===== config.mk =====
export PLATFORM = sky130hd
export DESIGN_NAME = spi_status_flags_and_data
export DESIGN_NICKNAME = d
export VERILOG_FILES = /design/src/hw/spi_flags_pkg.sv /design/src/hw/spi_status_flags_and_data.sv
export SDC_FILE = /design/constraint.sdc
export NUM_CORES = 1
export LEC_CHECK = 0
export BUFFER_PORTS_ARGS = -buffer_cell sky130_fd_sc_hd__buf_2
export CELL_PAD_IN_SITES_DETAIL_PLACEMENT = 1
export CELL_PAD_IN_SITES_GLOBAL_PLACEMENT = 1
export CORE_MARGIN = 5
export CORE_UTILIZATION = 31
export DETAILED_ROUTE_END_ITERATION = 7
export GPL_ROUTABILITY_DRIVEN = 1
export PLACE_DENSITY = 0.72
export SYNTH_ARGS = -nofsm -noshare
export SYNTH_HDL_FRONTEND = slang
export SYNTH_SLANG_ARGS = --single-unit

===== constraint.sdc =====
create_clock -name clk_sys_i -period 1.7 [get_ports clk_sys_i]
set_input_delay 0.17 -clock clk_sys_i [delete_from_list [all_inputs] [get_ports clk_sys_i]]
set_output_delay 0.17 -clock clk_sys_i [all_outputs]
set_load 0.01 [all_outputs]

===== src/hw/spi_flags_pkg.sv =====
/*
  Register map, field layouts, reset values and divisor table of the serial
  status, flag and data-register block.
  Assumes a 32-bit classic Wishbone bus with byte addresses, data in lane 0.
*/
package spi_flags_pkg;

  // Byte offsets of the three registers
  localparam logic [3:0] CTRL_OFS = 4'h0;
  localparam logic [3:0] STAT_OFS = 4'h4;
  localparam logic [3:0] DATA_OFS = 4'h8;

  // Width of the register offset field
  localparam int unsigned OFS_W = 4;

  // Control register layout, bit 7 down to bit 0
  typedef struct packed {
    logic rx_full_irq_enable;
    logic reserved6;
    logic master_select;
    logic clock_polarity;
    logic clock_phase;
    logic wired_or;
    logic tx_empty_irq_enable;
    logic spi_enable;
  } ctrl_s;

  // Writable part of the status/control register
  typedef struct packed {
    logic       error_irq_enable;
    logic       mode_fault_enable;
    logic [1:0] rate_select;
  } stat_cfg_s;

  // Hardware flags of the status/control register
  typedef struct packed {
    logic rx_full_flag;
    logic overflow_flag;
    logic mode_fault_flag;
    logic tx_empty_flag;
  } flags_s;

  // Status/control bit positions
  localparam int unsigned RX_FULL_POS    = 7;
  localparam int unsigned ERR_IE_POS     = 6;
  localparam int unsigned OVERFLOW_POS   = 5;
  localparam int unsigned MODE_FAULT_POS = 4;
  localparam int unsigned TX_EMPTY_POS   = 3;
  localparam int unsigned MF_ENABLE_POS  = 2;
  localparam int unsigned RATE_HI_POS    = 1;
  localparam int unsigned RATE_LO_POS    = 0;

  // Reset values: master and phase set in control, transmit empty set
  localparam logic [7:0] CTRL_RST     = 8'h28;
  localparam logic [3:0] STAT_CFG_RST = 4'h0;
  localparam logic [3:0] FLAGS_RST    = 4'h1;
  localparam logic [7:0] DATA_RST     = 8'h00;

  // Master baud divisors per rate select code
  localparam logic [7:0] BAUD_DIV_00 = 8'h02;
  localparam logic [7:0] BAUD_DIV_01 = 8'h08;
  localparam logic [7:0] BAUD_DIV_10 = 8'h20;
  localparam logic [7:0] BAUD_DIV_11 = 8'h80;

  // One serial clock period takes this many half-period ticks
  localparam int unsigned SCK_HALVES = 2;

  // System clock rate
  localparam int unsigned CLK_HZ = 10_000_000;

endpackage : spi_flags_pkg


===== src/hw/spi_status_flags_and_data.sv =====
/*
  Status flags, interrupt gating, baud divider, slave-select ownership and
  split transmit/receive data register of a byte-wide serial interface,
  reached over a classic Wishbone slave port.
  Assumes a separate shift engine that takes the transmit byte, delivers
  completed receive bytes as one-cycle pulses and reports a byte in flight.
  Assumes the engine raises its take pulse only while a byte is pending,
  and holds its in-flight level from the first bit to the byte's end.
  Assumes the bus master waits for ack, which comes one cycle after the
  request is seen, and leaves one idle cycle between accesses.
  Assumes the slave-select pin is already synchronised; a metastable
  level would show as a false rising edge.
  All inputs are synchronous to clk_sys_i.
*/
// Decided for this implementation: the Wishbone interface to the registers and the register addresses.
// Function
// - Transmit-empty interrupt gated by its enable
// - Receive interrupt enable bit, reset clears
// - Received byte sets receive-full flag
// - Receive-full with enable requests interrupt
// - Status read then data read clears
// - Error flags interrupt only when enabled
// - New byte while full sets overflow
// - Overflow keeps old byte, drops new
// - Status read then data read clears overflow
// - Slave: select rising mid-byte is fault
// - Master: select low sets mode fault
// - Status read then control write clears fault
// - Handoff to shifter sets transmit-empty
// - Data write clears transmit-empty
// - Fault sets only when enabled, stays set
// - Master without fault enable frees select
// - Slave always owns select input
// - Rate select picks divisor 2/8/32/128
// - Serial rate is clock over 2xdivisor
// - Writes go transmit, reads from receive
`timescale 1ns/1ps

module spi_status_flags_and_data
  import spi_flags_pkg::*;
#(
  parameter int unsigned ADDR_W = 4
) (
  input  wire logic              clk_sys_i,
  input  wire logic              rst_n_i,
  input  wire logic              wb_cyc_i,
  input  wire logic              wb_stb_i,
  input  wire logic              wb_we_i,
  input  wire logic [ADDR_W-1:0] wb_adr_i,
  input  wire logic [3:0]        wb_sel_i,
  input  wire logic [31:0]       wb_dat_i,
  output      logic [31:0]       wb_dat_o,
  output      logic              wb_ack_o,
  output      logic [7:0]        tx_byte_o,
  output      logic              tx_pending_o,
  input  wire logic              tx_take_i,
  input  wire logic [7:0]        rx_byte_i,
  input  wire logic              rx_done_i,
  input  wire logic              xfer_active_i,
  input  wire logic              ss_n_i,
  output      logic              serial_edge_tick_o,
  output      logic              master_mode_o,
  output      logic              spi_enable_o,
  output      logic              clock_polarity_o,
  output      logic              clock_phase_o,
  output      logic              wired_or_o,
  output      logic              ss_reserved_o,
  output      logic              irq_o
);

  if (ADDR_W < OFS_W) begin : g_addr_w_check
    $error("ADDR_W must cover the register offsets");
  end

  // Divider counter is seven bits; a larger divisor would be cut to seven bits in the compare and wrap early
  if (BAUD_DIV_11 > 8'h80) begin : g_div_check
    $error("Largest divisor exceeds the divider counter");
  end

  // Full address match: offset in low bits, upper bits zero
  function automatic logic reg_hit(input logic [ADDR_W-1:0] adr,
                                   input logic [3:0]        ofs);
    logic upper_zero;
    upper_zero = ((adr >> OFS_W) == '0);
    return upper_zero && (adr[3:0] == ofs);
  endfunction : reg_hit

  function automatic logic [7:0] baud_divisor(input logic [1:0] sel);
    logic [7:0] div;
    div = BAUD_DIV_00;
    case (sel)
      2'b00:   div = BAUD_DIV_00;
      2'b01:   div = BAUD_DIV_01;
      2'b10:   div = BAUD_DIV_10;
      2'b11:   div = BAUD_DIV_11;
      default: div = BAUD_DIV_00;
    endcase
    return div;
  endfunction : baud_divisor

  // Registers and their next values
  ctrl_s       ctrl_q;
  ctrl_s       ctrl_d;
  stat_cfg_s   cfg_q;
  stat_cfg_s   cfg_d;
  flags_s      flags_q;
  flags_s      flags_d;
  logic [7:0]  tx_q;
  logic [7:0]  tx_d;
  logic [7:0]  rx_q;
  logic [7:0]  rx_d;
  logic        ack_q;
  logic        ack_d;
  logic [31:0] dat_q;
  logic [31:0] dat_d;
  logic        rx_arm_q;
  logic        rx_arm_d;
  logic        ovr_arm_q;
  logic        ovr_arm_d;
  logic        mf_arm_q;
  logic        mf_arm_d;
  logic        ss_n_q;
  logic [6:0]  div_cnt_q;
  logic [6:0]  div_cnt_d;

  // Bus decode
  wire        wb_req     = wb_cyc_i & wb_stb_i & ~ack_q;
  wire        wb_done    = wb_cyc_i & wb_stb_i & ack_q;
  wire        hit_ctrl   = reg_hit(wb_adr_i, CTRL_OFS);
  wire        hit_stat   = reg_hit(wb_adr_i, STAT_OFS);
  wire        hit_data   = reg_hit(wb_adr_i, DATA_OFS);
  wire        wr_lane    = wb_done & wb_we_i & wb_sel_i[0];
  wire        rd_done    = wb_done & ~wb_we_i;
  wire        wr_ctrl    = wr_lane & hit_ctrl;
  wire        wr_stat    = wr_lane & hit_stat;
  wire        wr_data    = wr_lane & hit_data;
  wire        rd_stat    = rd_done & hit_stat;
  wire        rd_data    = rd_done & hit_data;

  // Status byte as seen by software
  wire [7:0]  stat_byte  = {flags_q.rx_full_flag,
                            cfg_q.error_irq_enable,
                            flags_q.overflow_flag,
                            flags_q.mode_fault_flag,
                            flags_q.tx_empty_flag,
                            cfg_q.mode_fault_enable,
                            cfg_q.rate_select};

  // Data reads return the receive side only
  // Unmapped offsets answer with zero
  wire [31:0] read_word  = hit_ctrl ? {24'h000000, ctrl_q}    :
                           hit_stat ? {24'h000000, stat_byte} :
                           hit_data ? {24'h000000, rx_q}      :
                           32'h00000000;

  // Mode qualifiers
  wire        slave_act  = ctrl_q.spi_enable & ~ctrl_q.master_select;
  wire        master_act = ctrl_q.spi_enable & ctrl_q.master_select;

  // Receive path
  wire        rx_clear   = rd_data & rx_arm_q;
  wire        ovr_clear  = rd_data & ovr_arm_q;
  // A read that empties the register in the arrival cycle lets the byte in
  wire        rx_load    = rx_done_i & (~flags_q.rx_full_flag | rx_clear);
  wire        ovr_set    = rx_done_i & flags_q.rx_full_flag & ~rx_clear;

  // Mode fault detection
  wire        ss_rise    = ss_n_i & ~ss_n_q;
  wire        mf_slave   = slave_act & xfer_active_i & ss_rise;
  wire        mf_master  = master_act & ~ss_n_i;
  wire        mf_set     = cfg_q.mode_fault_enable & (mf_slave | mf_master);
  wire        mf_clear   = wr_ctrl & mf_arm_q;

  // Baud divider, counts only in an enabled master
  wire [7:0]  div_val    = baud_divisor(cfg_q.rate_select);
  wire [7:0]  div_m1     = div_val - 8'h01;
  // At or above, so a smaller divisor written mid-count wraps at once
  wire        div_wrap   = (div_cnt_q >= div_m1[6:0]);
  wire        edge_tick  = master_act & div_wrap;

  // Interrupt sources
  // Level requests: each stays up until its flag is cleared
  wire        rx_irq     = flags_q.rx_full_flag & ctrl_q.rx_full_irq_enable;
  wire        tx_irq     = flags_q.tx_empty_flag & ctrl_q.tx_empty_irq_enable;
  wire        err_irq    = cfg_q.error_irq_enable &
                           (flags_q.overflow_flag | flags_q.mode_fault_flag);

  // Bus answer: one wait state on every address, mapped or not
  always_comb begin
    ack_d = wb_req;
    dat_d = wb_req ? read_word : dat_q;
  end

  always_comb begin
    ctrl_d = ctrl_q;
    if (wr_ctrl) begin
      ctrl_d           = ctrl_s'(wb_dat_i[7:0]);
      // Reserved bit reads zero whatever is written
      ctrl_d.reserved6 = 1'b0;
    end
  end

  // Flags are read-only: a status write only reaches the setup bits
  always_comb begin
    cfg_d = cfg_q;
    if (wr_stat) begin
      cfg_d.error_irq_enable  = wb_dat_i[ERR_IE_POS];
      cfg_d.mode_fault_enable = wb_dat_i[MF_ENABLE_POS];
      cfg_d.rate_select       = {wb_dat_i[RATE_HI_POS], wb_dat_i[RATE_LO_POS]};
    end
  end

  // Receive byte held while full; the late byte is dropped
  assign rx_d = rx_load ? rx_byte_i : rx_q;

  // Transmit register is write-only and never read back
  assign tx_d = wr_data ? wb_dat_i[7:0] : tx_q;

  // Sets win over clears on every flag, so no event is lost
  always_comb begin
    flags_d                 = flags_q;
    flags_d.rx_full_flag    = rx_load | (flags_q.rx_full_flag & ~rx_clear);
    flags_d.overflow_flag   = ovr_set | (flags_q.overflow_flag & ~ovr_clear);
    flags_d.mode_fault_flag = mf_set | (flags_q.mode_fault_flag & ~mf_clear);
    flags_d.tx_empty_flag   = tx_take_i | (flags_q.tx_empty_flag & ~wr_data);
  end

  // Arms record a status read that returned the flag set; the returned
  // byte is used, so a flag that rises during the access cannot arm
  always_comb begin
    rx_arm_d = rx_arm_q;
    if (rd_stat && dat_q[RX_FULL_POS]) begin
      rx_arm_d = 1'b1;
    end else if (rd_data) begin
      rx_arm_d = 1'b0;
    end
  end

  always_comb begin
    ovr_arm_d = ovr_arm_q;
    if (rd_stat && dat_q[OVERFLOW_POS]) begin
      ovr_arm_d = 1'b1;
    end else if (rd_data) begin
      ovr_arm_d = 1'b0;
    end
  end

  // Only a control write disarms the mode fault clear
  always_comb begin
    mf_arm_d = mf_arm_q;
    if (rd_stat && dat_q[MODE_FAULT_POS]) begin
      mf_arm_d = 1'b1;
    end else if (wr_ctrl) begin
      mf_arm_d = 1'b0;
    end
  end

  // Counter restarts whenever the block is not an enabled master
  always_comb begin
    div_cnt_d = div_cnt_q + 7'h01;
    if (!master_act || div_wrap) begin
      div_cnt_d = 7'h00;
    end
  end

  always_ff @(posedge clk_sys_i) begin
    if (!rst_n_i) begin
      ack_q <= 1'b0;
    end else begin
      ack_q <= ack_d;
    end
  end

  always_ff @(posedge clk_sys_i) begin
    if (!rst_n_i) begin
      dat_q <= 32'h00000000;
    end else begin
      dat_q <= dat_d;
    end
  end

  always_ff @(posedge clk_sys_i) begin
    if (!rst_n_i) begin
      ctrl_q <= ctrl_s'(CTRL_RST);
    end else begin
      ctrl_q <= ctrl_d;
    end
  end

  always_ff @(posedge clk_sys_i) begin
    if (!rst_n_i) begin
      cfg_q <= stat_cfg_s'(STAT_CFG_RST);
    end else begin
      cfg_q <= cfg_d;
    end
  end

  // Transmit-empty leaves reset set: nothing waits to be sent
  always_ff @(posedge clk_sys_i) begin
    if (!rst_n_i) begin
      flags_q <= flags_s'(FLAGS_RST);
    end else begin
      flags_q <= flags_d;
    end
  end

  always_ff @(posedge clk_sys_i) begin
    if (!rst_n_i) begin
      tx_q <= DATA_RST;
    end else begin
      tx_q <= tx_d;
    end
  end

  always_ff @(posedge clk_sys_i) begin
    if (!rst_n_i) begin
      rx_q <= DATA_RST;
    end else begin
      rx_q <= rx_d;
    end
  end

  always_ff @(posedge clk_sys_i) begin
    if (!rst_n_i) begin
      rx_arm_q <= 1'b0;
    end else begin
      rx_arm_q <= rx_arm_d;
    end
  end

  always_ff @(posedge clk_sys_i) begin
    if (!rst_n_i) begin
      ovr_arm_q <= 1'b0;
    end else begin
      ovr_arm_q <= ovr_arm_d;
    end
  end

  always_ff @(posedge clk_sys_i) begin
    if (!rst_n_i) begin
      mf_arm_q <= 1'b0;
    end else begin
      mf_arm_q <= mf_arm_d;
    end
  end

  // Idle level after reset, so no false rise follows reset
  always_ff @(posedge clk_sys_i) begin
    if (!rst_n_i) begin
      ss_n_q <= 1'b1;
    end else begin
      ss_n_q <= ss_n_i;
    end
  end

  always_ff @(posedge clk_sys_i) begin
    if (!rst_n_i) begin
      div_cnt_q <= 7'h00;
    end else begin
      div_cnt_q <= div_cnt_d;
    end
  end

  // Bus answer comes straight from flip-flops
  assign wb_ack_o           = ack_q;
  assign wb_dat_o           = dat_q;
  assign tx_byte_o          = tx_q;
  // Engine may only take while a byte waits; software keeps to empty-only writes
  assign tx_pending_o       = ~flags_q.tx_empty_flag;
  assign serial_edge_tick_o = edge_tick;
  // Control bits go straight to the shift engine
  assign master_mode_o      = ctrl_q.master_select;
  assign spi_enable_o       = ctrl_q.spi_enable;
  assign clock_polarity_o   = ctrl_q.clock_polarity;
  assign clock_phase_o      = ctrl_q.clock_phase;
  assign wired_or_o         = ctrl_q.wired_or;
  // Slave always owns the pin; master only with fault detection
  assign ss_reserved_o      = slave_act | (master_act & cfg_q.mode_fault_enable);
  assign irq_o              = rx_irq | tx_irq | err_irq;

endmodule : spi_status_flags_and_data


# Word level (Yosys, flattened, before mapping)
# Index checks and enable logic that the tools add are counted.
# totals
ff_bits	75
ramBits	0
out_inout_bits	50
input_bits	57
latch_bits	0
mem_bits_ro	0
word_cells	106
n_memories	0
# classes
magnitude_cmp	1
div_mod_pow	0
shifts	0
multipliers	0
reduce_logical	11
n_eq_ne	5
addsub	2
n_bitwise	55
muxes	9
# op_table
op	count
bitwise AND 1 bit	33
one-hot mux 7 bit (4 select lines)	1
two-way mux 8 bit	3
NOT 1 bit	12
bitwise OR 1 bit	10
adder 7 x 1 -> 7 bit (second input constant)	1
>= comparator 7 bit	1
subtractor 7 x 1 -> 7 bit (second input constant)	1
nonzero test 2 bit	3
two-way mux 1 bit	5
equality test 2 bit (second input constant)	2
equality test 4 x 3 -> 1 bit (second input constant)	1
equality test 4 bit (second input constant)	1
logical NOT 4 bit	1
logical AND 1 bit	3
equality test 2 x 1 -> 1 bit (second input constant)	1
logical NOT 2 bit	1
OR reduction 2 bit	1
logical NOT 1 bit	1
logical OR 1 bit	1

# Longest topological paths before layout
# logic_depth
word_depth	9
mapped_depth	9
mapped_depth_nobuf	9

# Least setup slack after synthesis
# OpenSTA, ideal clock, no wires.
# synth_timing
path_kind	register to register
startpoint	reg cfg_q[0] (netlist bit)
endpoint	reg div_cnt_q[2]
required_ns	1.634
synth_period_minus_slack_ns	1.764
stages_incl_launch_ff	9
arrival_time_ns	1.699
n_path_buf	0
path_slack_ns	-0.064
setup_time_ns	0.066
cell_sequence	dfxtp_1 > nor2_1 > inv_1 > ha_1 > ha_1 > a21o_1 > a311oi_1 > o21ai_1 > nor2_1
# synth_via
elab_chain_cells	6
elab_cells_between_ends	9
cone_classes	add/sub (1); order compare (1); eq/ne (3); mux (1); reduce/logical (3)
# synth_rtl
item	line	rtl
start, declared	spi_status_flags_and_data.sv:104	stat_cfg_s cfg_q;
start signal, assigned	spi_status_flags_and_data.sv:292	cfg_q <= stat_cfg_s'(STAT_CFG_RST);
start signal, assigned	spi_status_flags_and_data.sv:294	cfg_q <= cfg_d;
equality test 2 bit, or another cell as far along	spi_status_flags_and_data.sv:91	case (sel)
one-hot mux 7 bit (4 select lines) *	spi_status_flags_and_data.sv:91	
subtractor 7 x 1 -> 7 bit *	spi_status_flags_and_data.sv:176	wire [7:0] div_m1 = div_val - 8'h01;
>= comparator 7 bit *	spi_status_flags_and_data.sv:178	wire div_wrap = (div_cnt_q >= div_m1[6:0]);
logical OR 1 bit *	spi_status_flags_and_data.sv:261	if (!master_act || div_wrap) begin
OR reduction 2 bit (no line) *	-	
end signal, assigned	spi_status_flags_and_data.sv:360	div_cnt_q <= div_cnt_d;
end, declared	spi_status_flags_and_data.sv:123	logic [6:0] div_cnt_q;
# Every way passes the cells marked *; elsewhere a longest branch is shown, timed or not. The select of a mux whose other input is x is not followed.
# A chain may end at the register's enable or synchronous reset.

# Worst setup path after layout
# layout_timing
startpoint	reg cfg_q[0] (netlist bit)
endpoint	out serial_edge_tick_o
# layout_via
elab_chain_cells	5
elab_cells_between_ends	8
cone_classes	add/sub (1); order compare (1); eq/ne (3); mux (1); bitwise (1); reduce/logical (1)
# layout_rtl
item	line	rtl
equality test 2 bit, or another cell as far along	spi_status_flags_and_data.sv:91	
one-hot mux 7 bit (4 select lines) *	spi_status_flags_and_data.sv:91	
subtractor 7 x 1 -> 7 bit *	spi_status_flags_and_data.sv:176	
>= comparator 7 bit *	spi_status_flags_and_data.sv:178	
bitwise AND 1 bit *	spi_status_flags_and_data.sv:179	wire edge_tick = master_act & div_wrap;
end, declared	spi_status_flags_and_data.sv:61	output logic serial_edge_tick_o,
# Marks and branches as above.

==> report_table.html <==
<table>
<tr><th>Metric</th><th>Value</th></tr>
<tr><th colspan="2">Synth</th></tr>
<tr><td>Top cells by instance count after synthesis</td><td>dfxtp_1, nand2_1, buf_4, nor2b_1</td></tr>
<tr><td>Netlist area before placement</td><td>~2600 um^2</td></tr>
<tr><td>Sequential element share of the synthesized area</td><td>between 30 and 40%</td></tr>
<tr><td>Synth top area cells</td><td>dfxtp_1, buf_4, mux2i_1</td></tr>
<tr><td>Predominant post-synthesis flop cell</td><td>dfxtp_1</td></tr>
<tr><td>Post-synthesis sequential element count</td><td>just over 50</td></tr>
<tr><td>Syn Inst Count</td><td>roughly 280</td></tr>
<tr><td>Share of synthesized registers carrying an async set or reset</td><td>0%</td></tr>
<tr><td>Fraction of synthesized cell area taken by the top area cell type</td><td>39.9%</td></tr>
<tr><td>Count of unique library cells instantiated by Yosys</td><td>39</td></tr>
<tr><td>Cell type with the largest total area after synthesis</td><td>dfxtp_1</td></tr>
<tr><td>Synthesized area per cell</td><td>between 9 and 10 um^2</td></tr>
<tr><td>YS warnings</td><td>0</td></tr>
<tr><td>Count of flip-flops with a built-in enable after synthesis</td><td>0</td></tr>
<tr><td>Most frequently used cell type in the post-synthesis netlist</td><td>dfxtp_1</td></tr>
<tr><th colspan="2">Final layout</th></tr>
<tr><td>Layout cells sized above 1</td><td>between 20% and 30%</td></tr>
<tr><td>Number of fill cells</td><td>970</td></tr>
<tr><td>Share of the core filled with cells</td><td>around two fifths</td></tr>
<tr><td>Number of diodes</td><td>0</td></tr>
<tr><td>Growth of design area from synthesis to finish</td><td>24.4%</td></tr>
<tr><td>Number of nets in the layout</td><td>slightly above 400</td></tr>
<tr><td>Finished Layout Cells</td><td>452</td></tr>
<tr><th colspan="2">Global route</th></tr>
<tr><td>Number of global-route vias before repair</td><td>2149</td></tr>
<tr><td>GR Overflow Total</td><td>0</td></tr>
<tr><td>Global-route wire length before repair</td><td>around 11000 um</td></tr>
<tr><td>Initial antenna violation count</td><td>0</td></tr>
<tr><td>Maximum number of pins on one net before global-route repair</td><td>between 50 and 60</td></tr>
<tr><td>Overall routing resource usage</td><td>13.2%</td></tr>
<tr><th colspan="2">Clock tree</th></tr>
<tr><td>Worst skew pair latency</td><td>300 ps</td></tr>
<tr><td>Hold bufs inserted after CTS</td><td>0</td></tr>
<tr><td>CTS tree</td><td>built</td></tr>
<tr><td># H-tree levels</td><td>2</td></tr>
<tr><td>Sinks on the clock net</td><td>a little over 50</td></tr>
<tr><td>Number of buffers between clock root and the deepest sink</td><td>2</td></tr>
<tr><td>Root buffer cell</td><td>clkbuf_8</td></tr>
<tr><td>Clock-pin slew reported for the worst setup and hold paths after clock tree synthesis</td><td>around 90 ps</td></tr>
<tr><td>TritonCTS buffer count</td><td>5</td></tr>
<tr><th colspan="2">Pwr</th></tr>
<tr><td>Leakage power summed over all cells</td><td>around 0.0013 uW</td></tr>
<tr><td>Maximum vdd drop</td><td>approximately 320 uV</td></tr>
<tr><td>Combinational cell fraction of total power</td><td>~9.1%</td></tr>
<tr><td>Internal</td><td>around 1700 uW</td></tr>
<tr><td>Switching fraction of total power</td><td>between 20% and 30%</td></tr>
<tr><td>Share of total power in sequential cells</td><td>55.8%</td></tr>
<tr><td>Pwr per Cell Area</td><td>690 nW/um^2</td></tr>
<tr><td>Clock power frac</td><td>approximately a third</td></tr>
<tr><td>Net Sw Power</td><td>approximately 530 uW</td></tr>
<tr><th colspan="2">Critical path</th></tr>
<tr><td>Path type of the worst setup path</td><td>reg -&gt; out</td></tr>
<tr><td>Required time at the worst-slack endpoint</td><td>approximately 1500 ps</td></tr>
<tr><td>Critical path capture point type</td><td>output pin</td></tr>
<tr><td>Signal arrival time at the worst endpoint</td><td>~2000 ps</td></tr>
<tr><td>Worst setup SP type</td><td>flip-flop</td></tr>
<tr><td>CP max FO</td><td>3</td></tr>
<tr><th colspan="2">Die</th></tr>
<tr><td>Number of cell rows</td><td>33</td></tr>
<tr><td>Horizontal die dimension</td><td>101 um</td></tr>
<tr><td>Starting Density</td><td>a little under a third</td></tr>
<tr><td>Area inside the core boundary</td><td>roughly 8100 um^2</td></tr>
<tr><td>Die Y</td><td>101 um</td></tr>
<tr><td>Area of the die</td><td>between 10000 and 15000 um^2</td></tr>
<tr><td>I/O pin total</td><td>107</td></tr>
<tr><th colspan="2">Run status</th></tr>
<tr><td>Violations in the final reports</td><td>setup timing</td></tr>
<tr><td>Status</td><td>finished with violations</td></tr>
<tr><th colspan="2">Place</th></tr>
<tr><td>Instance count after placement with tap cells included</td><td>approximately 440</td></tr>
<tr><td>Worst setup timing slack at the placement stage</td><td>-119 ps</td></tr>
<tr><td>Global placement routability congestion</td><td>0.772</td></tr>
<tr><td>Hpwl dp</td><td>~5000 um</td></tr>
<tr><td>Buffers added on ports</td><td>55</td></tr>
<tr><th colspan="2">Run</th></tr>
<tr><td>Max-cap check violation count</td><td>0</td></tr>
<tr><th colspan="2">Routing</th></tr>
<tr><td>Drc violations</td><td>0</td></tr>
<tr><td>Detail-routed via count per cell</td><td>4.70</td></tr>
<tr><td>Routed wire length per instance</td><td>about 15 um</td></tr>
<tr><td>Detail Route Antenna Nets</td><td>0</td></tr>
<tr><td>Total detailed-routing wirelength</td><td>between 6000 and 7000 um</td></tr>
<tr><td>Pre-antenna DRT Iters</td><td>4</td></tr>
<tr><td>Violation count after the first detailed-route iteration</td><td>83</td></tr>
<tr><td>Via count of the routed design</td><td>2124</td></tr>
<tr><th colspan="2">Timing</th></tr>
<tr><td>PnR worst setup slack</td><td>-419 ps</td></tr>
<tr><td>Max Freq</td><td>roughly 470 MHz</td></tr>
<tr><td>Final cycle utilization of the critical path</td><td>125%</td></tr>
<tr><td>Final count of negative-setup-slack endpoints</td><td>8</td></tr>
<tr><td>Hold violation count in the final report</td><td>0</td></tr>
<tr><td>Worst-case clock skew</td><td>between 8 and 9 ps</td></tr>
<tr><td>Minimum clock period</td><td>between 2000 and 2500 ps</td></tr>
<tr><td>Final max-slew violation count</td><td>0</td></tr>
<tr><td>Unrepaired setup endpoints after global routing</td><td>true</td></tr>
<tr><th colspan="2">Hold path</th></tr>
<tr><td>Worst min-delay path class</td><td>in -&gt; reg</td></tr>
</table>
## sequential cells by signal, indices dropped and copies added (netlist names), 2 cells and up
signal,flops
rx_q,8
tx_byte_o,8
wb_dat_o,8
div_cnt_q,7
cfg_q,4
flags_q,4
ctrl_q,2
## per-layer routing
layer | GRT usage (%) | up-vias | part of all wire [%]
li1 | - | 1047 | -
met1 | 16.8 | 1012 | 44
met2 | 22.3 | 61 | 48
met3 | 3.18 | 4 | 6.3
met4 | 3.42 | 0 | 0.93
met5 | 0 | - | 0
## cell families after synthesis
group                      share of synthesized area [%]
and+or+nand+nor                                     21.3
AOI/OAI and AO/OA                                   14.8
DFF                                                 39.9
buffers and inverters                               10.7
muxes                                               7.44
adders and majority gates                           3.92
xor gates and xnor gates                            1.71
other                                              0.147
## layout by cell type, fill, tap and decap left out, types with 2 or more instances in the layout
master     n
a21boi_0   5
a21o_1     3
a21oi_1    2
a22o_1     8
a22oi_1    3
and3_1     2
buf_12     4
buf_2     55
buf_4     14
clkbuf_8   7
conb_1    24
dfxtp_1   49
ha_1       3
ha_4       5
inv_1      5
inv_2      2
mux2i_1   19
nand2_1   27
nand2b_1   2
nand3_1   13
nor2_1    10
nor2b_1   20
nor3_1     3
nor3_4     2
o21a_1     2
o21ai_0   18
o21ai_1    2
o22ai_1    7
or2b_1     7
xnor2_1    3
xor2_1     2
## final timing paths
check / slack, ps / endpoint / from / cells after the start
worst max-delay path: -420 / serial_edge_tick_o / cfg_q[0] / 10
worst min-delay path: 60 / flags_q[0] / tx_take_i / 3
worst max register to register: -100 / div_cnt_q[0] / cfg_q[0] / 10
worst min register to register: 460 / rx_q[7] / rx_q[7] / 2
## repair_timing
action                     CTS  global route
pin swaps                    6             8
resized for setup            9             5
setup endpoints to repair    8             8
setup buffers                1             0
cloned                       0             0
## cell type report
cell class / count / area, um^2 / share of cell area [%]
flip-flops and latches: 51 / 1030 / 32.3
repair buffers: 73 / 460 / 14.5
well taps: 105 / 131 / 4.13
inverters: 7 / 26.3 / 0.826
multi-input cells: 208 / 1440 / 45.2
clock buffers: 8 / 100 / 3.15
## worst max-delay path: stages (launching register included)
cell and delay [ps]:
dfxtp_4 380, nor2_4 90, inv_2 50, ha_4 150
inv_2 60, ha_4 190, a21o_1 170, a31oi_1 130
o21ai_1 90, and3_1 200, buf_2 140
## power groups by stage
stage          clock [uW]  sequential [uW]  combinational (uW)
4_1_cts               796             1220                 200
3_3_place_gp            0             1250                 196
3_5_place_dp            0             1250                 198
2_1_floorplan           0             1250                 160
6_report              771             1220                 199
5_1_grt               840             1230                 221
## metrics by stage
stage | total power, uW | area (um^2) | TNS [ps] | hold slack, ps
floorplan | 1410 | 2650 | 0 | 266
global placement | 1450 | 2990 | -147 | 362
detailed placement | 1450 | 2990 | -466 | 371
CTS | 2220 | 3140 | -992 | 54.1
global route | 2290 | 3180 | -1910 | 67.2
finish | 2190 | 3180 | -1070 | 57.9
Note: power is estimated with default switching activity, not from simulation.
